`src/wdsm_defines.vh`:
```
// Constants for the watchdog and supply monitor block.
// Assumes inclusion by bare name from the design file in the same folder.
`ifndef WDSM_DEFINES_VH
`define WDSM_DEFINES_VH

// ==========================================================
// Register offsets
`define WDSM_ADDR_STATUS     8'h00
`define WDSM_ADDR_MODE       8'h03
`define WDSM_ADDR_WDCONF     8'h04

// ==========================================================
// Reset values
`define WDSM_STATUS_RESET    8'h41
`define WDSM_MODE_RESET      8'h0c
`define WDSM_WDCONF_RESET    8'h11

// ==========================================================
// Field positions of watchdog_config
`define WDSM_CFG_EN          0
`define WDSM_CFG_LOCK        1
`define WDSM_CFG_PTO_LO      2
`define WDSM_CFG_PTO_HI      4
`define WDSM_CFG_STO_LO      5
`define WDSM_CFG_STO_HI      6
`define WDSM_CFG_CLR         7

// ==========================================================
// Field positions of mode_control
`define WDSM_MODE_UVP        2
`define WDSM_MODE_OVP        3
`define WDSM_MODE_LPRUN      4
`define WDSM_MODE_SAC        5
`define WDSM_MODE_PAC        6

// ==========================================================
// Field positions of reset_error_status
`define WDSM_ST_POR          0
`define WDSM_ST_PROC         1
`define WDSM_ST_SYS          2
`define WDSM_ST_UV           4
`define WDSM_ST_OV           5
`define WDSM_ST_PUMP         6

// ==========================================================
// Timing
`define WDSM_CLK_KHZ         125000
`define WDSM_DEBOUNCE_NS     20000
`define WDSM_BASE_TICKS      11'h4e2

`endif

```
`src/wdsm_top.v`:
```
// Watchdog timer with supply and charge-pump monitoring, register file included.
// Assumes a simple register port on mclk, raw asynchronous detector and oscillator pins,
// and sleep/standby levels from the mode sequencer on mclk.
`timescale 1ns/1ps
`include "wdsm_defines.vh"

module wdsm_top
#(
  parameter PROC_RST_CYCLES = 16'd1000,
  parameter SYS_RST_CYCLES  = 16'd8000
)
(
  // Clock and reset
  input  wire       mclk,
  input  wire       arst_n,
  // Register port
  input  wire [7:0] reg_addr,
  input  wire       reg_wr,
  input  wire [7:0] reg_wdata,
  output reg  [7:0] reg_rdata,
  // Pins from the analog die
  input  wire       slow_oscillator,
  input  wire       overvoltage_det,
  input  wire       undervoltage_det,
  input  wire       pump_fault_det,
  // Mode levels from the sequencer
  input  wire       sleep_mode,
  input  wire       standby_mode,
  // Results
  output reg        processor_reset,
  output reg        system_reset,
  output reg        wakeup_event,
  output reg        supply_error_flag,
  output reg        drivers_off
);

  localparam [31:0] DEB_CYCLES = (`WDSM_DEBOUNCE_NS * (`WDSM_CLK_KHZ / 1000) + 999) / 1000;
  localparam [11:0] DEB_LAST  = DEB_CYCLES[11:0] - 12'h001;
  localparam [10:0] BASE_LAST = `WDSM_BASE_TICKS - 11'h001;

  // ==========================================================
  // Synchronisers: three stages, change accepted when stages two and three agree
  reg [2:0] osc_sync_reg;
  reg [2:0] ov_sync_reg;
  reg [2:0] uv_sync_reg;
  reg [2:0] cp_sync_reg;
  reg       osc_lvl_reg;
  reg [2:0] raw_lvl_reg;

  always @(posedge mclk or negedge arst_n)
  begin
    if (!arst_n)
    begin
      osc_sync_reg <= 3'h0;
      ov_sync_reg  <= 3'h0;
      uv_sync_reg  <= 3'h0;
      cp_sync_reg  <= 3'h0;
      osc_lvl_reg  <= 1'b0;
      raw_lvl_reg  <= 3'h0;
    end
    else
    begin
      osc_sync_reg <= {osc_sync_reg[1:0], slow_oscillator};
      ov_sync_reg  <= {ov_sync_reg[1:0], overvoltage_det};
      uv_sync_reg  <= {uv_sync_reg[1:0], undervoltage_det};
      cp_sync_reg  <= {cp_sync_reg[1:0], pump_fault_det};
      if (osc_sync_reg[1] == osc_sync_reg[2])
        osc_lvl_reg <= osc_sync_reg[2];
      if (ov_sync_reg[1] == ov_sync_reg[2])
        raw_lvl_reg[0] <= ov_sync_reg[2];
      if (uv_sync_reg[1] == uv_sync_reg[2])
        raw_lvl_reg[1] <= uv_sync_reg[2];
      if (cp_sync_reg[1] == cp_sync_reg[2])
        raw_lvl_reg[2] <= cp_sync_reg[2];
    end
  end

  // One tick per rising edge of the slow oscillator.
  wire slow_tick = osc_sync_reg[1] & osc_sync_reg[2] & ~osc_lvl_reg;

  // ==========================================================
  // Debounce: a level must hold for 20 us before the filtered state follows it
  reg [11:0] deb_cnt_reg [0:2];
  reg [2:0]  deb_lvl_reg;
  integer    i;

  always @(posedge mclk or negedge arst_n)
  begin
    if (!arst_n)
    begin
      for (i = 0; i < 3; i = i + 1)
        deb_cnt_reg[i] <= 12'h000;
      deb_lvl_reg <= 3'h0;
    end
    else
    begin
      for (i = 0; i < 3; i = i + 1)
      begin
        if (raw_lvl_reg[i] == deb_lvl_reg[i])
          deb_cnt_reg[i] <= 12'h000;
        else if (deb_cnt_reg[i] == DEB_LAST)
        begin
          deb_lvl_reg[i] <= raw_lvl_reg[i];
          deb_cnt_reg[i] <= 12'h000;
        end
        else
          deb_cnt_reg[i] <= deb_cnt_reg[i] + 12'h001;
      end
    end
  end

  wire ov_now = deb_lvl_reg[0];
  wire uv_now = deb_lvl_reg[1];
  wire cp_now = deb_lvl_reg[2];

  // ==========================================================
  // Register writes
  reg  [7:0] wdconf_reg;
  reg  [7:0] mode_reg;
  reg  [7:0] status_reg;
  reg  [7:0] status_next;
  reg        sleep_d_reg;

  wire wr_status = reg_wr && (reg_addr == `WDSM_ADDR_STATUS);
  wire wr_mode   = reg_wr && (reg_addr == `WDSM_ADDR_MODE);
  wire wr_conf   = reg_wr && (reg_addr == `WDSM_ADDR_WDCONF);
  wire locked    = wdconf_reg[`WDSM_CFG_LOCK];
  wire wd_en     = wdconf_reg[`WDSM_CFG_EN];
  // The host inverts the clear bit; any write that changes it services the watchdog.
  wire wd_clear  = wr_conf && (reg_wdata[`WDSM_CFG_CLR] != wdconf_reg[`WDSM_CFG_CLR]);

  always @(posedge mclk or negedge arst_n)
  begin
    if (!arst_n)
    begin
      wdconf_reg <= `WDSM_WDCONF_RESET;
      mode_reg   <= `WDSM_MODE_RESET;
    end
    else
    begin
      if (wr_conf)
      begin
        wdconf_reg[`WDSM_CFG_CLR] <= reg_wdata[`WDSM_CFG_CLR];
        if (!locked)
        begin
          wdconf_reg[`WDSM_CFG_EN]   <= reg_wdata[`WDSM_CFG_EN];
          wdconf_reg[`WDSM_CFG_LOCK] <= reg_wdata[`WDSM_CFG_LOCK];
          if (!wd_en)
            wdconf_reg[`WDSM_CFG_STO_HI:`WDSM_CFG_PTO_LO] <=
              reg_wdata[`WDSM_CFG_STO_HI:`WDSM_CFG_PTO_LO];
        end
      end
      if (wr_mode)
        mode_reg <= {1'b0, reg_wdata[6:2], 2'b00};
    end
  end

  // ==========================================================
  // Watchdog counters
  reg [10:0] base_reg;
  reg [7:0]  post_proc_reg;
  reg [3:0]  post_sys_reg;
  reg [15:0] pulse_cnt_reg;
  reg        proc_evt;
  reg        sys_evt;
  reg        wake_evt;

  function [7:0] proc_last;
    input [2:0] code;
    begin
      proc_last = (8'h01 << code) - 8'h01;
    end
  endfunction

  function [3:0] sys_count;
    input [1:0] code;
    begin
      case (code)
        2'b01:   sys_count = 4'h1;
        2'b10:   sys_count = 4'h4;
        2'b11:   sys_count = 4'h8;
        default: sys_count = 4'h0;
      endcase
    end
  endfunction

  wire [2:0] pto      = wdconf_reg[`WDSM_CFG_PTO_HI:`WDSM_CFG_PTO_LO];
  wire [1:0] sto      = wdconf_reg[`WDSM_CFG_STO_HI:`WDSM_CFG_STO_LO];
  wire       lowpower = sleep_mode | standby_mode;
  wire       wd_run   = wd_en && (!lowpower || mode_reg[`WDSM_MODE_LPRUN]);
  wire       base_end = slow_tick && (base_reg == BASE_LAST);
  wire       pto_hit  = base_end && (post_proc_reg == proc_last(pto));
  wire [3:0] sys_cnt1 = post_sys_reg + 4'h1;
  wire       sto_hit  = (sto != 2'b00) && (sys_cnt1 == sys_count(sto));

  always @*
  begin
    proc_evt = 1'b0;
    sys_evt  = 1'b0;
    wake_evt = 1'b0;
    if (wd_run && pto_hit)
    begin
      if (standby_mode)
        wake_evt = 1'b1;
      else if (sto_hit && sleep_mode)
        wake_evt = 1'b1;
      else if (sto_hit)
        sys_evt = 1'b1;
      else if (!sleep_mode)
        proc_evt = 1'b1;
    end
  end

  always @(posedge mclk or negedge arst_n)
  begin
    if (!arst_n)
    begin
      base_reg      <= 11'h000;
      post_proc_reg <= 8'h00;
      post_sys_reg  <= 4'h0;
    end
    else if (!wd_en || wd_clear)
    begin
      base_reg      <= 11'h000;
      post_proc_reg <= 8'h00;
      post_sys_reg  <= 4'h0;
    end
    else if (wd_run && slow_tick)
    begin
      base_reg <= base_end ? 11'h000 : base_reg + 11'h001;
      if (pto_hit)
      begin
        post_proc_reg <= 8'h00;
        post_sys_reg  <= (sto_hit || standby_mode) ? 4'h0 : sys_cnt1;
      end
      else if (base_end)
        post_proc_reg <= post_proc_reg + 8'h01;
    end
  end

  // ==========================================================
  // Reset pulse generation
  always @(posedge mclk or negedge arst_n)
  begin
    if (!arst_n)
    begin
      pulse_cnt_reg   <= 16'h0000;
      processor_reset <= 1'b0;
      system_reset    <= 1'b0;
      wakeup_event    <= 1'b0;
    end
    else
    begin
      wakeup_event <= wake_evt;
      if (sys_evt)
      begin
        pulse_cnt_reg <= SYS_RST_CYCLES;
        system_reset  <= 1'b1;
        processor_reset <= 1'b1;
      end
      else if (proc_evt)
      begin
        pulse_cnt_reg   <= PROC_RST_CYCLES;
        processor_reset <= 1'b1;
      end
      else if (pulse_cnt_reg > 16'h0001)
        pulse_cnt_reg <= pulse_cnt_reg - 16'h0001;
      else
      begin
        pulse_cnt_reg   <= 16'h0000;
        processor_reset <= 1'b0;
        system_reset    <= 1'b0;
      end
    end
  end

  // ==========================================================
  // Status flags: set always beats a host or automatic clear
  wire       sleep_exit = sleep_d_reg & ~sleep_mode;
  wire [7:0] w1c        = wr_status ? reg_wdata : 8'h00;

  always @*
  begin
    status_next = status_reg;
    if (w1c[`WDSM_ST_POR])
      status_next[`WDSM_ST_POR] = 1'b0;
    if (w1c[`WDSM_ST_PROC])
      status_next[`WDSM_ST_PROC] = 1'b0;
    if (w1c[`WDSM_ST_SYS])
      status_next[`WDSM_ST_SYS] = 1'b0;
    if ((w1c[`WDSM_ST_OV] || mode_reg[`WDSM_MODE_SAC]) && !ov_now)
      status_next[`WDSM_ST_OV] = 1'b0;
    if ((w1c[`WDSM_ST_UV] || mode_reg[`WDSM_MODE_SAC]) && !uv_now)
      status_next[`WDSM_ST_UV] = 1'b0;
    if ((w1c[`WDSM_ST_PUMP] || mode_reg[`WDSM_MODE_PAC]) && !cp_now)
      status_next[`WDSM_ST_PUMP] = 1'b0;
    if (proc_evt)
      status_next[`WDSM_ST_PROC] = 1'b1;
    if (sys_evt)
      status_next[`WDSM_ST_SYS] = 1'b1;
    if (ov_now)
      status_next[`WDSM_ST_OV] = 1'b1;
    if (uv_now)
      status_next[`WDSM_ST_UV] = 1'b1;
    if (cp_now || sleep_exit)
      status_next[`WDSM_ST_PUMP] = 1'b1;
  end

  always @(posedge mclk or negedge arst_n)
  begin
    if (!arst_n)
    begin
      status_reg        <= `WDSM_STATUS_RESET;
      sleep_d_reg       <= 1'b0;
      supply_error_flag <= 1'b0;
      drivers_off       <= 1'b1;
    end
    else
    begin
      status_reg        <= status_next;
      sleep_d_reg       <= sleep_mode;
      supply_error_flag <= status_next[`WDSM_ST_OV] | status_next[`WDSM_ST_UV];
      drivers_off       <= (status_next[`WDSM_ST_OV] & mode_reg[`WDSM_MODE_OVP]) |
                           (status_next[`WDSM_ST_UV] & mode_reg[`WDSM_MODE_UVP]) |
                           status_next[`WDSM_ST_PUMP];
    end
  end

  // ==========================================================
  // Read data, registered; unmapped offsets read zero
  always @(posedge mclk or negedge arst_n)
  begin
    if (!arst_n)
      reg_rdata <= 8'h00;
    else
    begin
      case (reg_addr)
        `WDSM_ADDR_STATUS: reg_rdata <= status_reg;
        `WDSM_ADDR_MODE:   reg_rdata <= mode_reg;
        `WDSM_ADDR_WDCONF: reg_rdata <= wdconf_reg;
        default:           reg_rdata <= 8'h00;
      endcase
    end
  end

endmodule

```
`config.mk`:
```
export PLATFORM = sky130hd
export DESIGN_NAME = wdsm_top
export DESIGN_NICKNAME = d
export VERILOG_FILES = /design/src/wdsm_top.v
export VERILOG_INCLUDE_DIRS = /design/src
export SDC_FILE = /design/constraint.sdc
export NUM_CORES = 1
export LEC_CHECK = 0
export ABC_AREA = 1
export BUFFER_PORTS_ARGS = -buffer_cell sky130_fd_sc_hd__buf_2
export CORE_AREA = 10 10 170 172
export DETAILED_ROUTE_END_ITERATION = 7
export DIE_AREA = 0 0 180 182
export PLACE_DENSITY_LB_ADDON = 0.3
export SYNTH_ARGS = -nofsm -noshare
export SYNTH_HDL_FRONTEND = slang
export SYNTH_SLANG_ARGS = --single-unit
```
`constraint.sdc`:
```
create_clock -name mclk -period 5.8 [get_ports mclk]
set_clock_uncertainty 0.1 [all_clocks]
set_input_delay 1.16 -clock mclk [delete_from_list [all_inputs] [get_ports mclk]]
set_output_delay 1.16 -clock mclk [all_outputs]
set_load 0.02 [all_outputs]
```
Word level (Yosys, flattened, before mapping)
Cells that the tools add are included.
{ "classes": {"addsub": 8, "magnitude_cmp": 1, "n_eq_ne": 22, "n_shift": 1, "mux": 51, "bitwise_logic": 16, "n_reduce_logical": 41} }
{ "op_table": {"columns": ["operator", "count"], "rows": [
  ["2-to-1 mux 12 bit", 6],
  ["2-to-1 mux 16 bit", 3],
  ["adder 12 x 1 -> 12 bit, second input constant", 3],
  ["== test 12 bit, second input constant", 3],
  ["2-to-1 mux 11 bit", 3],
  ["2-to-1 mux 8 bit", 4],
  ["2-to-1 mux 1 bit", 27],
  ["one-hot mux 8 bit (3 select lines)", 1],
  ["> comparator 16 x 1 -> 1 bit, second input constant", 1],
  ["2-to-1 mux 4 bit", 4],
  ["subtractor 16 x 1 -> 16 bit, second input constant", 1],
  ["logical AND 1 bit", 14],
  ["AND reduction 2 bit", 7],
  ["one-hot mux 4 bit (3 select lines)", 1],
  ["adder 11 x 1 -> 11 bit, second input constant", 1],
  ["== test 11 bit, second input constant", 1],
  ["nonzero test 2 bit", 5],
  ["adder 8 x 1 -> 8 bit, second input constant", 1],
  ["== test 8 x 2 -> 1 bit, second input constant", 1],
  ["== test 8 x 3 -> 1 bit, second input constant", 1],
  ["== test 8 bit", 1],
  ["zero test 8 bit", 1],
  ["<< shifter 1 x 3 -> 8 bit, first input constant", 1],
  ["subtractor 8 x 1 -> 8 bit, second input constant", 1],
  ["other kinds (18)", 48]
]} }
{ "word_totals": {"register_bits": 127, "in_bits": 25} }

Logic depth before layout (Yosys ltp)
Gate-level depths: netlist of run 1.
{ "depth": {"depth_word": 10, "mapped_depth": 18, "mapped_depth_nobuf": 17} }

Worst setup path before layout of run 1
No wires, ideal clock.
{ "synth_timing": {"path_kind": "input -> register", "startpoint": "input reg_addr[0]", "endpoint": "register post_proc_reg[6]", "setup_time_ns": 0.071, "t_arrival_ns": 2.262, "t_required_ns": 5.629, "slack_ns": 3.366, "stages": 12, "path_buffers": 1, "path_cell_list": "inv_1 > nand2_1 > nor3_2 > nand3_1 > nand2_2 > inv_2 > o21ai_4 > buf_4 > nand2_1 > nand2_1 > nand2_1 > nor2_1"} }
{ "synth_between": {"elab_chain_len": 6, "elab_cells_between_ends": 8, "classes_between": "1 x eq/ne; 1 x mux; 6 x reduce/logical"} }
{ "synth_rtl": {"columns": ["element", "line", "rtl"], "rows": [
  ["from (decl)", "wdsm_top.v:17", "input wire [7:0] reg_addr,"],
  ["== test 8 x 3 -> 1 bit *", null, null],
  ["logical AND 1 bit *", "wdsm_top.v:126", "wire wr_conf = reg_wr && (reg_addr == `WDSM_ADDR_WDCONF);"],
  ["logical AND 1 bit *", "wdsm_top.v:130", "wire wd_clear = wr_conf && (reg_wdata[`WDSM_CFG_CLR] != wdconf_reg[`WDSM_CFG_CLR]);"],
  ["logical OR 1 bit *", "wdsm_top.v:222", "else if (!wd_en || wd_clear)"],
  ["nonzero test 3 bit (no source line) or nonzero test 2 bit (tied branches)", null, null],
  ["AND reduction 2 bit (no source line)", null, null],
  ["to (signal assigned)", "wdsm_top.v:237", "post_proc_reg <= post_proc_reg + 8'h01;"],
  ["to (decl)", "wdsm_top.v:161", "reg [7:0] post_proc_reg;"]
]} }
Mark *: on every way between the ends. The rest lies on a longest branch, timed or not.
A chain may end at the register's enable or synchronous reset.

Worst setup path in the final report of run 1
{ "layout_timing": {"startpoint": "register wdconf_reg[4]", "endpoint": "register pulse_cnt_reg[13]"} }
{ "layout_between": {"elab_chain_len": 8, "elab_cells_between_ends": 9, "classes_between": "1 x add/sub; 1 x eq/ne; 1 x shift; 4 x mux; 2 x reduce/logical"} }
{ "layout_rtl": {"columns": ["element", "line", "rtl"], "rows": [
  ["from (decl)", "wdsm_top.v:118", "reg [7:0] wdconf_reg;"],
  ["from (signal assigned)", "wdsm_top.v:136", "wdconf_reg <= `WDSM_WDCONF_RESET;"],
  ["from (signal, indexed assignment)", "wdsm_top.v:143", "wdconf_reg[`WDSM_CFG_CLR] <= reg_wdata[`WDSM_CFG_CLR];"],
  ["from (signal, indexed assignment)", "wdsm_top.v:146", "wdconf_reg[`WDSM_CFG_EN] <= reg_wdata[`WDSM_CFG_EN];"],
  ["<< shifter 1 x 3 -> 8 bit *", "wdsm_top.v:171", "proc_last = (8'h01 << code) - 8'h01;"],
  ["subtractor 8 x 1 -> 8 bit *", "wdsm_top.v:171", null],
  ["== test 8 bit *", "wdsm_top.v:192", "wire pto_hit = base_end && (post_proc_reg == proc_last(pto));"],
  ["logical AND 1 bit *", "wdsm_top.v:192", null],
  ["logical AND 1 bit *", "wdsm_top.v:201", "if (wd_run && pto_hit)"],
  ["2-to-1 mux 1 bit", "wdsm_top.v:201", null],
  ["2-to-1 mux 16 bit", "wdsm_top.v:261", "else if (proc_evt)"],
  ["2-to-1 mux 16 bit *", "wdsm_top.v:255", "if (sys_evt)"],
  ["to (signal assigned)", "wdsm_top.v:267", "pulse_cnt_reg <= pulse_cnt_reg - 16'h0001;"],
  ["to (decl)", "wdsm_top.v:163", "reg [15:0] pulse_cnt_reg;"]
]} }
Marked as above.

==> results of run 1 <==
==> cells by family after synthesis <==
kind of cell | synth area share
DFF | 0.508
AOI/OAI and AO/OA | 0.0663
buffers and inverters | 0.0697
xor gates and xnor gates | 0.0475
adders and majority gates | 0.0268
and+or+nand+nor | 0.279
muxes | 0.00180
==> metrics by stage <==
step	setup WS, ns	power, mW	instance area (sq um)
after floorplan	3.37	1.04	6270
after global placement	2.78	1.11	6850
after detailed placement	2.80	1.11	6850
after CTS	3.01	2.22	7450
after global routing	2.77	2.29	7450
final	3.04	2.19	7450
==> layer usage <==
layer,track usage,up-vias,part of all wire
met5,0,-,0
met4,0.0278,0,0.0082
met3,0.0268,9,0.027
met2,0.155,44,0.48
met1,0.118,2296,0.48
li1,-,2526,-
==> cells in the mapped netlist (5+ instances only) <==
master	number	area, sq um
o21ai_0	30	150
a21oi_1	18	90.1
xor2_1	26	228
dfrtp_1	120	3000
inv_2	7	26.3
nor2_1	101	379
inv_1	99	372
nand2_2	5	31.3
dfstp_2	7	184
nand3_1	55	275
o21ai_1	7	35.0
ha_1	11	138
nor3_1	25	125
xnor2_1	8	70.1
nand4_1	14	87.6
nor3b_1	7	52.6
nand2_1	163	612
==> how the worst max path moves through the flow <==
stage / startpoint / endpoint / slack (ns)
after CTS: wdconf_reg[4] / pulse_cnt_reg[13] / 3.01
after global routing: wdconf_reg[4] / pulse_cnt_reg[13] / 2.77
after floorplan: reg_addr[0] / post_proc_reg[6] / 3.37
final: wdconf_reg[4] / pulse_cnt_reg[13] / 3.04
after detailed placement: reg_addr[7] / mode_reg[6] / 2.80
after global placement: reg_addr[7] / mode_reg[4] / 2.78
==> final cells by class <==
cell class / count / area (sq um)
clock buffer: 19 / 453
clock inverter: 13 / 153
fill: 2738 / 18200
inverter: 106 / 398
multi-input combinational: 515 / 2640
sequential: 127 / 3190
tap: 335 / 419
timing repair buffer: 38 / 199
==> power by group <==
part           switching (mW)  internal [mW]
clock network           0.433          0.664
registers              0.0269          0.927
logic                  0.0911         0.0435
total                   0.551           1.63
==> flow_metrics.tcl, run 1 <==
set metrics [dict create \
    synth_cell_types 43 \
    grt-ovfl-total 0 \
    p_per_area_nw_per_um2 293 \
    worstSetupPathDepth 14 \
    path_buf_inv 1 \
    grt_pass1_vias 4957 \
    synth_edf_count 0 \
    stdcell_count 1153 \
    arrival_ns 2.95 \
    maxSlewViolCount 0 \
    rsz0062_at_grt "false" \
    power_leakage_nw 3.50 \
    gp_congestion 0.791 \
    r2r_cells 14 \
    fin_hold_ws_ns 0.249 \
    postRouteAntennaNets 0 \
    grt_pass1_wl_mm 25.3 \
    drive_gt1_frac 0.125 \
    start_kind "register" \
    largest_reg_flops 36 \
    drv_cap 0 \
    nets 841 \
    cts_tree "built" \
    setup_viol 0 \
    vias 4875 \
    grt_max_degree 96 \
    fmax_ghz 0.363 \
    drc 0 \
    dp_cells 1121 \
    portBuffers 37 \
    synth.avg_cell_area_sq_um 8.32 \
    cts_inserted_buffers 17 \
    routed_wl_mm 14.7 \
    synth_ff_type "dfrtp_1" \
    clk_pin_slew_ns 0.06 \
    die_area_sq_um 32800 \
    boundaryPins 38 \
    critPathCaptureType "register" \
    whs_path_depth 0 \
    clkSinkCount 127 \
    vias_per_cell 4.23 \
    initial_utilization 0.245 \
    cts_hold_buf 0 \
    critical_path.most_common_cell "nand2_1" \
    worstHoldStart "osc_sync_reg[0]" \
    vdd_drop_max_uv 247 \
    post_cts_resized 0 \
    firstDrtPassIters 4 \
    grt_usage 0.0943 \
    most-common-layout-cells "nand2_1 (163), dfrtp_1 (120), nor2_1 (101)" \
    slowest_delay_ns 0.66 \
    cts_setup_buffers 0 \
    hold_class "register to register" \
    regToRegSetupSlack_ns 3.04 \
    yosysWarnings 0 \
    antenna_found_initial 0 \
    worst_pin_slew_ns 0.889 \
    min_period_over_period 0.475 \
    fin_util 0.291 \
    die_w_um 180 \
    core_sq_um 25600 \
    r2r-start "wdconf_reg[4]" \
    seq_area_frac_synth 0.508 \
    r2r_end "pulse_cnt_reg[13]" \
    whs_endpoint "osc_sync_reg[1]" \
    cts_htree_levels 4 \
    cp_top_family "simple AND/OR/NAND/NOR gates" \
    clk_latency_ns 0.42 \
    synth_fp_nets 789 \
    async_flop_share 1.00 \
    crit_type "register to register" \
    mostFrequentLayoutCell "nand2_1" \
    wl_per_cell_um 12.7 \
    syn_area_sq_um 6270 \
    cp_slowest_cell "dfstp_2" \
    diodes 0 \
    status "complete, no violations" \
    setup_tns_ns 0 \
    die_y_um 182 \
    ys_ff_latch 127 \
    synthCells 753 \
    worstPathMaxFanout 11 \
    rows 59 \
    dp_hpwl_mm 10.8 \
    worstPathRequired_ns 6.00 \
    fin_crit_ns 2.76 \
    drt_iter0_markers 196 \
    area_delta_synth_final_pct 18.9 \
    clockBufferDepth 2 \
    relSlewSlack 0.407 \
    cts_root_buf "clkbuf_16" \
    crit_chain "nor2_2 -> nand2_1 -> ha_1 -> inv_1 -> nand2_1 -> nand2_1 -> o21ai_1 -> nand2_1 -> nor2_1 -> nand3_1 -> nor2_4 -> nand3_2 -> nand2_1 -> nor2_1" \
    finalHoldViolations 0 \
]
Note: power is estimated with default switching activity, not from simulation.
==> inputs of run 2 (changes only) <==
==> constraint.sdc (replaced) <==
create_clock -name mclk -period 2.6 [get_ports mclk]
set_clock_uncertainty 0.1 [all_clocks]
set_input_delay 0.52 -clock mclk [delete_from_list [all_inputs] [get_ports mclk]]
set_output_delay 0.52 -clock mclk [all_outputs]
set_load 0.02 [all_outputs]
==> run 2 against run 1 <==
Effect of this change:
- wire length fell by 3.0%
- total power grew 130%
- combinational power grew 130%
==> flow_metrics.tcl, run 2 (synthesis gave the netlist of run 1 again) <==
set metrics [dict create \
    firstDrtPassIters 4 \
    grt-ovfl-total 0 \
    slowest_delay_ns 0.54 \
    power_leakage_nw 3.57 \
    start_kind "register" \
    grt_usage 0.0886 \
    drive_gt1_frac 0.134 \
    drt_iter0_markers 284 \
    fin_crit_ns 2.34 \
    min_period_over_period 0.898 \
    setup_tns_ns 0 \
    crit_type "register to register" \
    setup_viol 0 \
    largest_reg_flops 36 \
    routed_wl_mm 14.2 \
    clockBufferDepth 2 \
    core_sq_um 25600 \
    worstHoldStart "undervoltage_det" \
    status "complete, no violations" \
    placed_area_sq_um 6910 \
    grt_pass1_vias 4752 \
    worstPathRequired_ns 2.82 \
    dp_hpwl_mm 10.6 \
    fmax_ghz 0.428 \
    cts_root_buf "clkbuf_16" \
    postRouteAntennaNets 0 \
    rsz0062_at_grt "false" \
    critPathCaptureType "register" \
    critical_path.most_common_cell "nand2_1" \
    vdd_drop_max_uv 546 \
    portBuffers 37 \
    vias_per_cell 4.22 \
    whs_endpoint "uv_sync_reg[0]" \
    hold_class "primary input to register" \
    clk_latency_ns 0.43 \
    diodes 0 \
    grt_max_degree 55 \
    boundaryPins 38 \
    initial_utilization 0.245 \
    mostFrequentLayoutCell "nand2_1" \
    gp_congestion 0.845 \
    most-common-layout-cells "nand2_1 (162), dfrtp_1 (120), nor2_1 (101)" \
    drc 0 \
    finalHoldViolations 0 \
    r2r_cells 16 \
    whs_path_depth 1 \
    crit_chain "nor2_2 -> nand2_1 -> ha_2 -> inv_1 -> nand2_1 -> nand2_1 -> o21ai_1 -> nand2_1 -> nor2_1 -> nand3_1 -> nor2_4 -> inv_2 -> nand2_2 -> nand2_2 -> inv_4 -> nor2_1" \
    vias 4897 \
    worst_slack_ns 0.264 \
    place_ws_ns 0.107 \
    nets 849 \
    r2r_end "post_proc_reg[6]" \
    stdcell_area_sq_um 7560 \
    drv_cap 0 \
    grt_pass1_wl_mm 23.9 \
    fill_cells 2703 \
    cts_setup_buffers 0 \
    cp_slowest_cell "dfstp_2" \
    die_y_um 182 \
    worst_pin_slew_ns 0.741 \
    worstPathMaxFanout 6 \
    wl_per_cell_um 12.3 \
    rows 59 \
    antenna_found_initial 0 \
    clk_pin_slew_ns 0.06 \
    area_delta_synth_final_pct 20.7 \
    regToRegSetupSlack_ns 0.26 \
    die_w_um 180 \
    r2r-start "wdconf_reg[4]" \
    maxSlewViolCount 0 \
    die_area_sq_um 32800 \
    cts_htree_levels 4 \
    arrival_ns 2.55 \
    cts_tree "built" \
    p_per_area_nw_per_um2 656 \
    cts_inserted_buffers 17 \
    clkSinkCount 127 \
    relSlewSlack 0.505 \
]
-- run 2: area by class of cell --
class                           instances  area [sq um]  area share
Tap cell                              335           419      0.0554
Multi-Input combinational cell        515          2660       0.351
Timing Repair Buffer                   46           274      0.0362
Clock buffer                           17           425      0.0563
Clock inverter                         15           200      0.0265
Sequential cell                       127          3190       0.421
Inverter                              106           400      0.0529
-- run 2: routing by layer --
metal / vias up / wire length (um) / share of wire / global-route usage
met5: - / 0 / 0 / 0
met4: 0 / 194 / 0.014 / 0.0298
met3: 17 / 426 / 0.030 / 0.0241
met2: 61 / 6500 / 0.46 / 0.139
met1: 2276 / 7130 / 0.50 / 0.115
li1: 2543 / - / - / -
-- run 2: power breakdown --
group | internal [mW] | total (mW) | switching [mW]
clock | 1.54 | 2.53 | 0.993
combinational | 0.101 | 0.308 | 0.207
sequential | 2.07 | 2.12 | 0.0529
-- run 2: repair_timing --
item                                   CTS  global route
hold buffers                             1             0
endpoints found under the hold margin   48             0
resized for setup                        0             4
setup endpoints to repair                0             8
-- run 2: stage by stage --
stage          power [mW]  hold slack (ns)  utilization  instances
2_1_floorplan        2.33            0.124            -        753
3_3_place_gp         2.47            0.234        0.270       1128
3_5_place_dp         2.47            0.238        0.270       1128
4_1_cts              5.03           0.0765        0.295       1161
5_1_grt              5.17           0.0735        0.295       1161
6_report             4.96           0.0951        0.295       1161
-- run 2: critical path, delay by kind of cell, from the launching register on --
family | cells | cell delay [ns]
AND/OR/NAND/NOR | 11 | 1.02
adder cells (fa/ha/maj) | 1 | 0.24
AO/OA/AOI/OAI | 1 | 0.07
flip-flops | 1 | 0.54
buffers and inverters | 3 | 0.26
-- run 2: worst max-delay path by stage --
| stage | start | to | slack (ns) | cells past startpoint |
|---|---|---|---|---|
| finish | wdconf_reg[4] | post_proc_reg[6] | 0.26 | 16 |
| global route | wdconf_reg[4] | system_reset | 0.03 | 15 |
| CTS | wdconf_reg[4] | pulse_cnt_reg[15] | 0.11 | 14 |
| detailed placement | wdconf_reg[4] | pulse_cnt_reg[13] | 0.11 | 14 |
| global placement | wdconf_reg[4] | pulse_cnt_reg[15] | 0.17 | 14 |
| floorplan | wdconf_reg[3] | pulse_cnt_reg[11] | 0.46 | 17 |
==> inputs of run 3 (changes only) <==
--- a/config.mk
+++ b/config.mk
@@ -6,11 +6,10 @@
 export SDC_FILE = /design/constraint.sdc
 export NUM_CORES = 1
 export LEC_CHECK = 0
-export ABC_AREA = 1
-export BUFFER_PORTS_ARGS = -buffer_cell sky130_fd_sc_hd__buf_2
-export CORE_AREA = 10 10 170 172
+export BUFFER_PORTS_ARGS = -buffer_cell sky130_fd_sc_hd__buf_4
+export CORE_AREA = 10 10 164 166
 export DETAILED_ROUTE_END_ITERATION = 7
-export DIE_AREA = 0 0 180 182
+export DIE_AREA = 0 0 174 176
 export PLACE_DENSITY_LB_ADDON = 0.3
 export SYNTH_ARGS = -nofsm -noshare
 export SYNTH_HDL_FRONTEND = slang
==> run 3 against run 2 <==
Effect of this change:
- the run now ends with negative setup slack left
- highest routed layer unchanged
- flip-flop and latch count unchanged
- clock power down 11%
- sequential power down 2%
- critical path type unchanged
- critical path depth down 7
- first-iteration DRC count down 14%
- cell count down 17%
==> flow_metrics.tcl, run 3 <==
set metrics [dict create \
    nets 667 \
    syn_area_sq_um 5840 \
    r2r-start "wdconf_reg[4]" \
    synth_cell_types 54 \
    stdcell_area_sq_um 7440 \
    synth_fp_nets 585 \
    worstHoldStart "slow_oscillator" \
    worst_pin_slew_ns 0.584 \
    whs_path_depth 1 \
    core_sq_um 23800 \
    async_flop_share 1.00 \
    cts_root_buf "clkbuf_16" \
    regToRegSetupSlack_ns -0.37 \
    start_kind "register" \
    synth_ff_type "dfrtp_1" \
    initial_utilization 0.245 \
    r2r_end "post_sys_reg[3]" \
    boundaryPins 38 \
    internal_power_mw 3.59 \
    grt.met2_usage 0.132 \
    rsz0062_at_grt "true" \
    largest_reg_flops 36 \
    p_sw_frac 0.227 \
    fin_hold_ws_ns 0.111 \
    synthCells 549 \
    die_area_sq_um 30600 \
    worstPathRequired_ns 2.85 \
    routed_wl_mm 13.1 \
    p_per_area_nw_per_um2 625 \
    grt_pass1_wl_mm 22.2 \
    dp_hpwl_mm 9.41 \
    vias_per_cell 4.28 \
    most-common-layout-cells "dfrtp_1 (120), nor2_1 (74), buf_4 (67)" \
    clk_pin_slew_ns 0.05 \
    mostFrequentLayoutCell "dfrtp_1" \
    synth.area.top_cells "dfrtp_1 (51%), xor2_1 (6.4%), nor2_1 (4.8%)" \
    p_seq_frac 0.447 \
    whs_endpoint "osc_sync_reg[0]" \
    critPathCaptureType "register" \
    stdcell_count 967 \
    min_period_over_period 1.14 \
    cp_top_family "simple AND/OR/NAND/NOR gates" \
    die_y_um 176 \
    worstPathMaxFanout 7 \
    fin_crit_ns 2.97 \
    drt_iter0_markers 245 \
    r2r_cells 9 \
    clockBufferDepth 2 \
    clkPwrFrac 0.486 \
    grt_max_degree 61 \
    antenna_found_initial 0 \
    drive_gt1_frac 0.222 \
    die_w_um 174 \
    cts_inserted_buffers 17 \
    hold_class "primary input to register" \
    use_met1 0.121 \
    crit_chain "or3_4 -> ha_4 -> o211a_1 -> or4_4 -> a2111oi_4 -> buf_4 -> nand4_4 -> or4b_1 -> a21oi_2" \
    p_switching_mw 1.05 \
    clk_latency_ns 0.42 \
    firstDrtPassIters 4 \
    vias 4137 \
    relSlewSlack 0.611 \
    cts_htree_levels 4 \
    synth_common_cells "dfrtp_1 (120), nor2_1 (75), nand2_1 (48)" \
    yosysWarnings 0 \
    placed_area_sq_um 6740 \
    synth_top_area_frac 0.514 \
    drv_cap 0 \
    finalHoldViolations 0 \
    ys_ff_latch 127 \
    rows 57 \
    synth_edf_count 0 \
    diodes 0 \
    place_ws_ns -0.405 \
    fin_util 0.312 \
    gp_congestion 0.769 \
    grt_pass1_vias 4195 \
    setup_tns_ns -7.86 \
    synth.avg_cell_area_sq_um 10.6 \
    setup_viol 32 \
    gr-max-usage-layer "met2" \
    wl_per_cell_um 13.5 \
    slowest_delay_ns 0.53 \
    grt_usage 0.0896 \
    area_delta_synth_final_pct 27.4 \
    drc 0 \
    cts_tree "built" \
    fmax_ghz 0.337 \
    portBuffers 37 \
    clkSinkCount 127 \
    cp_slowest_cell "or4_4" \
    synth_most_common_cell "dfrtp_1" \
    postRouteAntennaNets 0 \
    p_comb_frac 0.067 \
    status "finished with violations" \
    arrival_ns 3.21 \
    vdd_drop_max_uv 372 \
    power_mw 4.65 \
    grt-ovfl-total 0 \
    use_met3 0.0314 \
    dp_cells 930 \
    path_buf_inv 1 \
    maxSlewViolCount 0 \
    worst_slack_ns -0.368 \
    synth_top_area_cell "dfrtp_1" \
    violations "negative setup slack" \
    crit_type "register to register" \
    power_leakage_nw 3.34 \
    seq_area_frac_synth 0.546 \
]
## run 3: what timing repair did
item / 4_1_cts / 5_1_grt
gates resized for setup: 13 / 4
endpoints found under the hold margin: 9 / 0
pin swaps: 7 / 0
setup endpoints to repair: 31 / 33
gates cloned: 1 / 0
setup buffers: 5 / 0
hold buffers: 1 / 0
## run 3: cell type report
type                            instances  area, sq um
Clock buffer                           26          499
Clock inverter                          5         58.8
Fill cell                            2501        16400
Inverter                               19         71.3
Multi-Input combinational cell        392         2620
Sequential cell                       127         3190
Tap cell                              324          405
Timing Repair Buffer                   74          598
## run 3: worst max path at each step
stage / start / end / slack [ns] / cells past startpoint
after floorplan: wdconf_reg[3] / post_sys_reg[3] / -0.47 / 9
after global placement: wdconf_reg[4] / post_sys_reg[3] / -0.38 / 9
after detailed placement: wdconf_reg[4] / pulse_cnt_reg[7] / -0.41 / 9
after CTS: wdconf_reg[3] / post_sys_reg[3] / -0.37 / 9
after global routing: wdconf_reg[3] / post_sys_reg[3] / -0.51 / 9
final: wdconf_reg[4] / post_sys_reg[3] / -0.37 / 9
## run 3: cell families (layout without fill, tap and decap cells)
logic type      Yosys count  after routing  share of synthesized area
compound gates           55             55                     0.0636
buf+inv                  31            124                     0.0236
xor+xnor                 67             67                      0.100
fa+ha+maj                14             14                     0.0287
simple gates            237            238                      0.204
mux                      18             18                     0.0343
flops                   127            127                      0.546
## run 3: power groups by stage
stage | Sequential, mW | Combinational (mW) | Clock, mW
after floorplan | 2.11 | 0.160 | 0
after global placement | 2.11 | 0.303 | 0
after detailed placement | 2.11 | 0.308 | 0
after CTS | 2.08 | 0.319 | 2.32
after global routing | 2.09 | 0.353 | 2.41
final | 2.08 | 0.311 | 2.26
## run 3: worst reg2reg max path, cell delays in order, from the launching register on
cell and delay, ns:
dfstp_2 0.37, or3_4 0.39, ha_4 0.18, o211a_1 0.13, or4_4 0.53, a2111oi_4 0.29
buf_4 0.18, nand4_4 0.12, or4b_1 0.50, a21oi_2 0.12
## run 3: layer usage
layer | up-vias | part of all wire
li1 | 2077 | -
met1 | 2000 | 0.50
met2 | 49 | 0.45
met3 | 11 | 0.035
met4 | 0 | 0.0099
met5 | - | 0
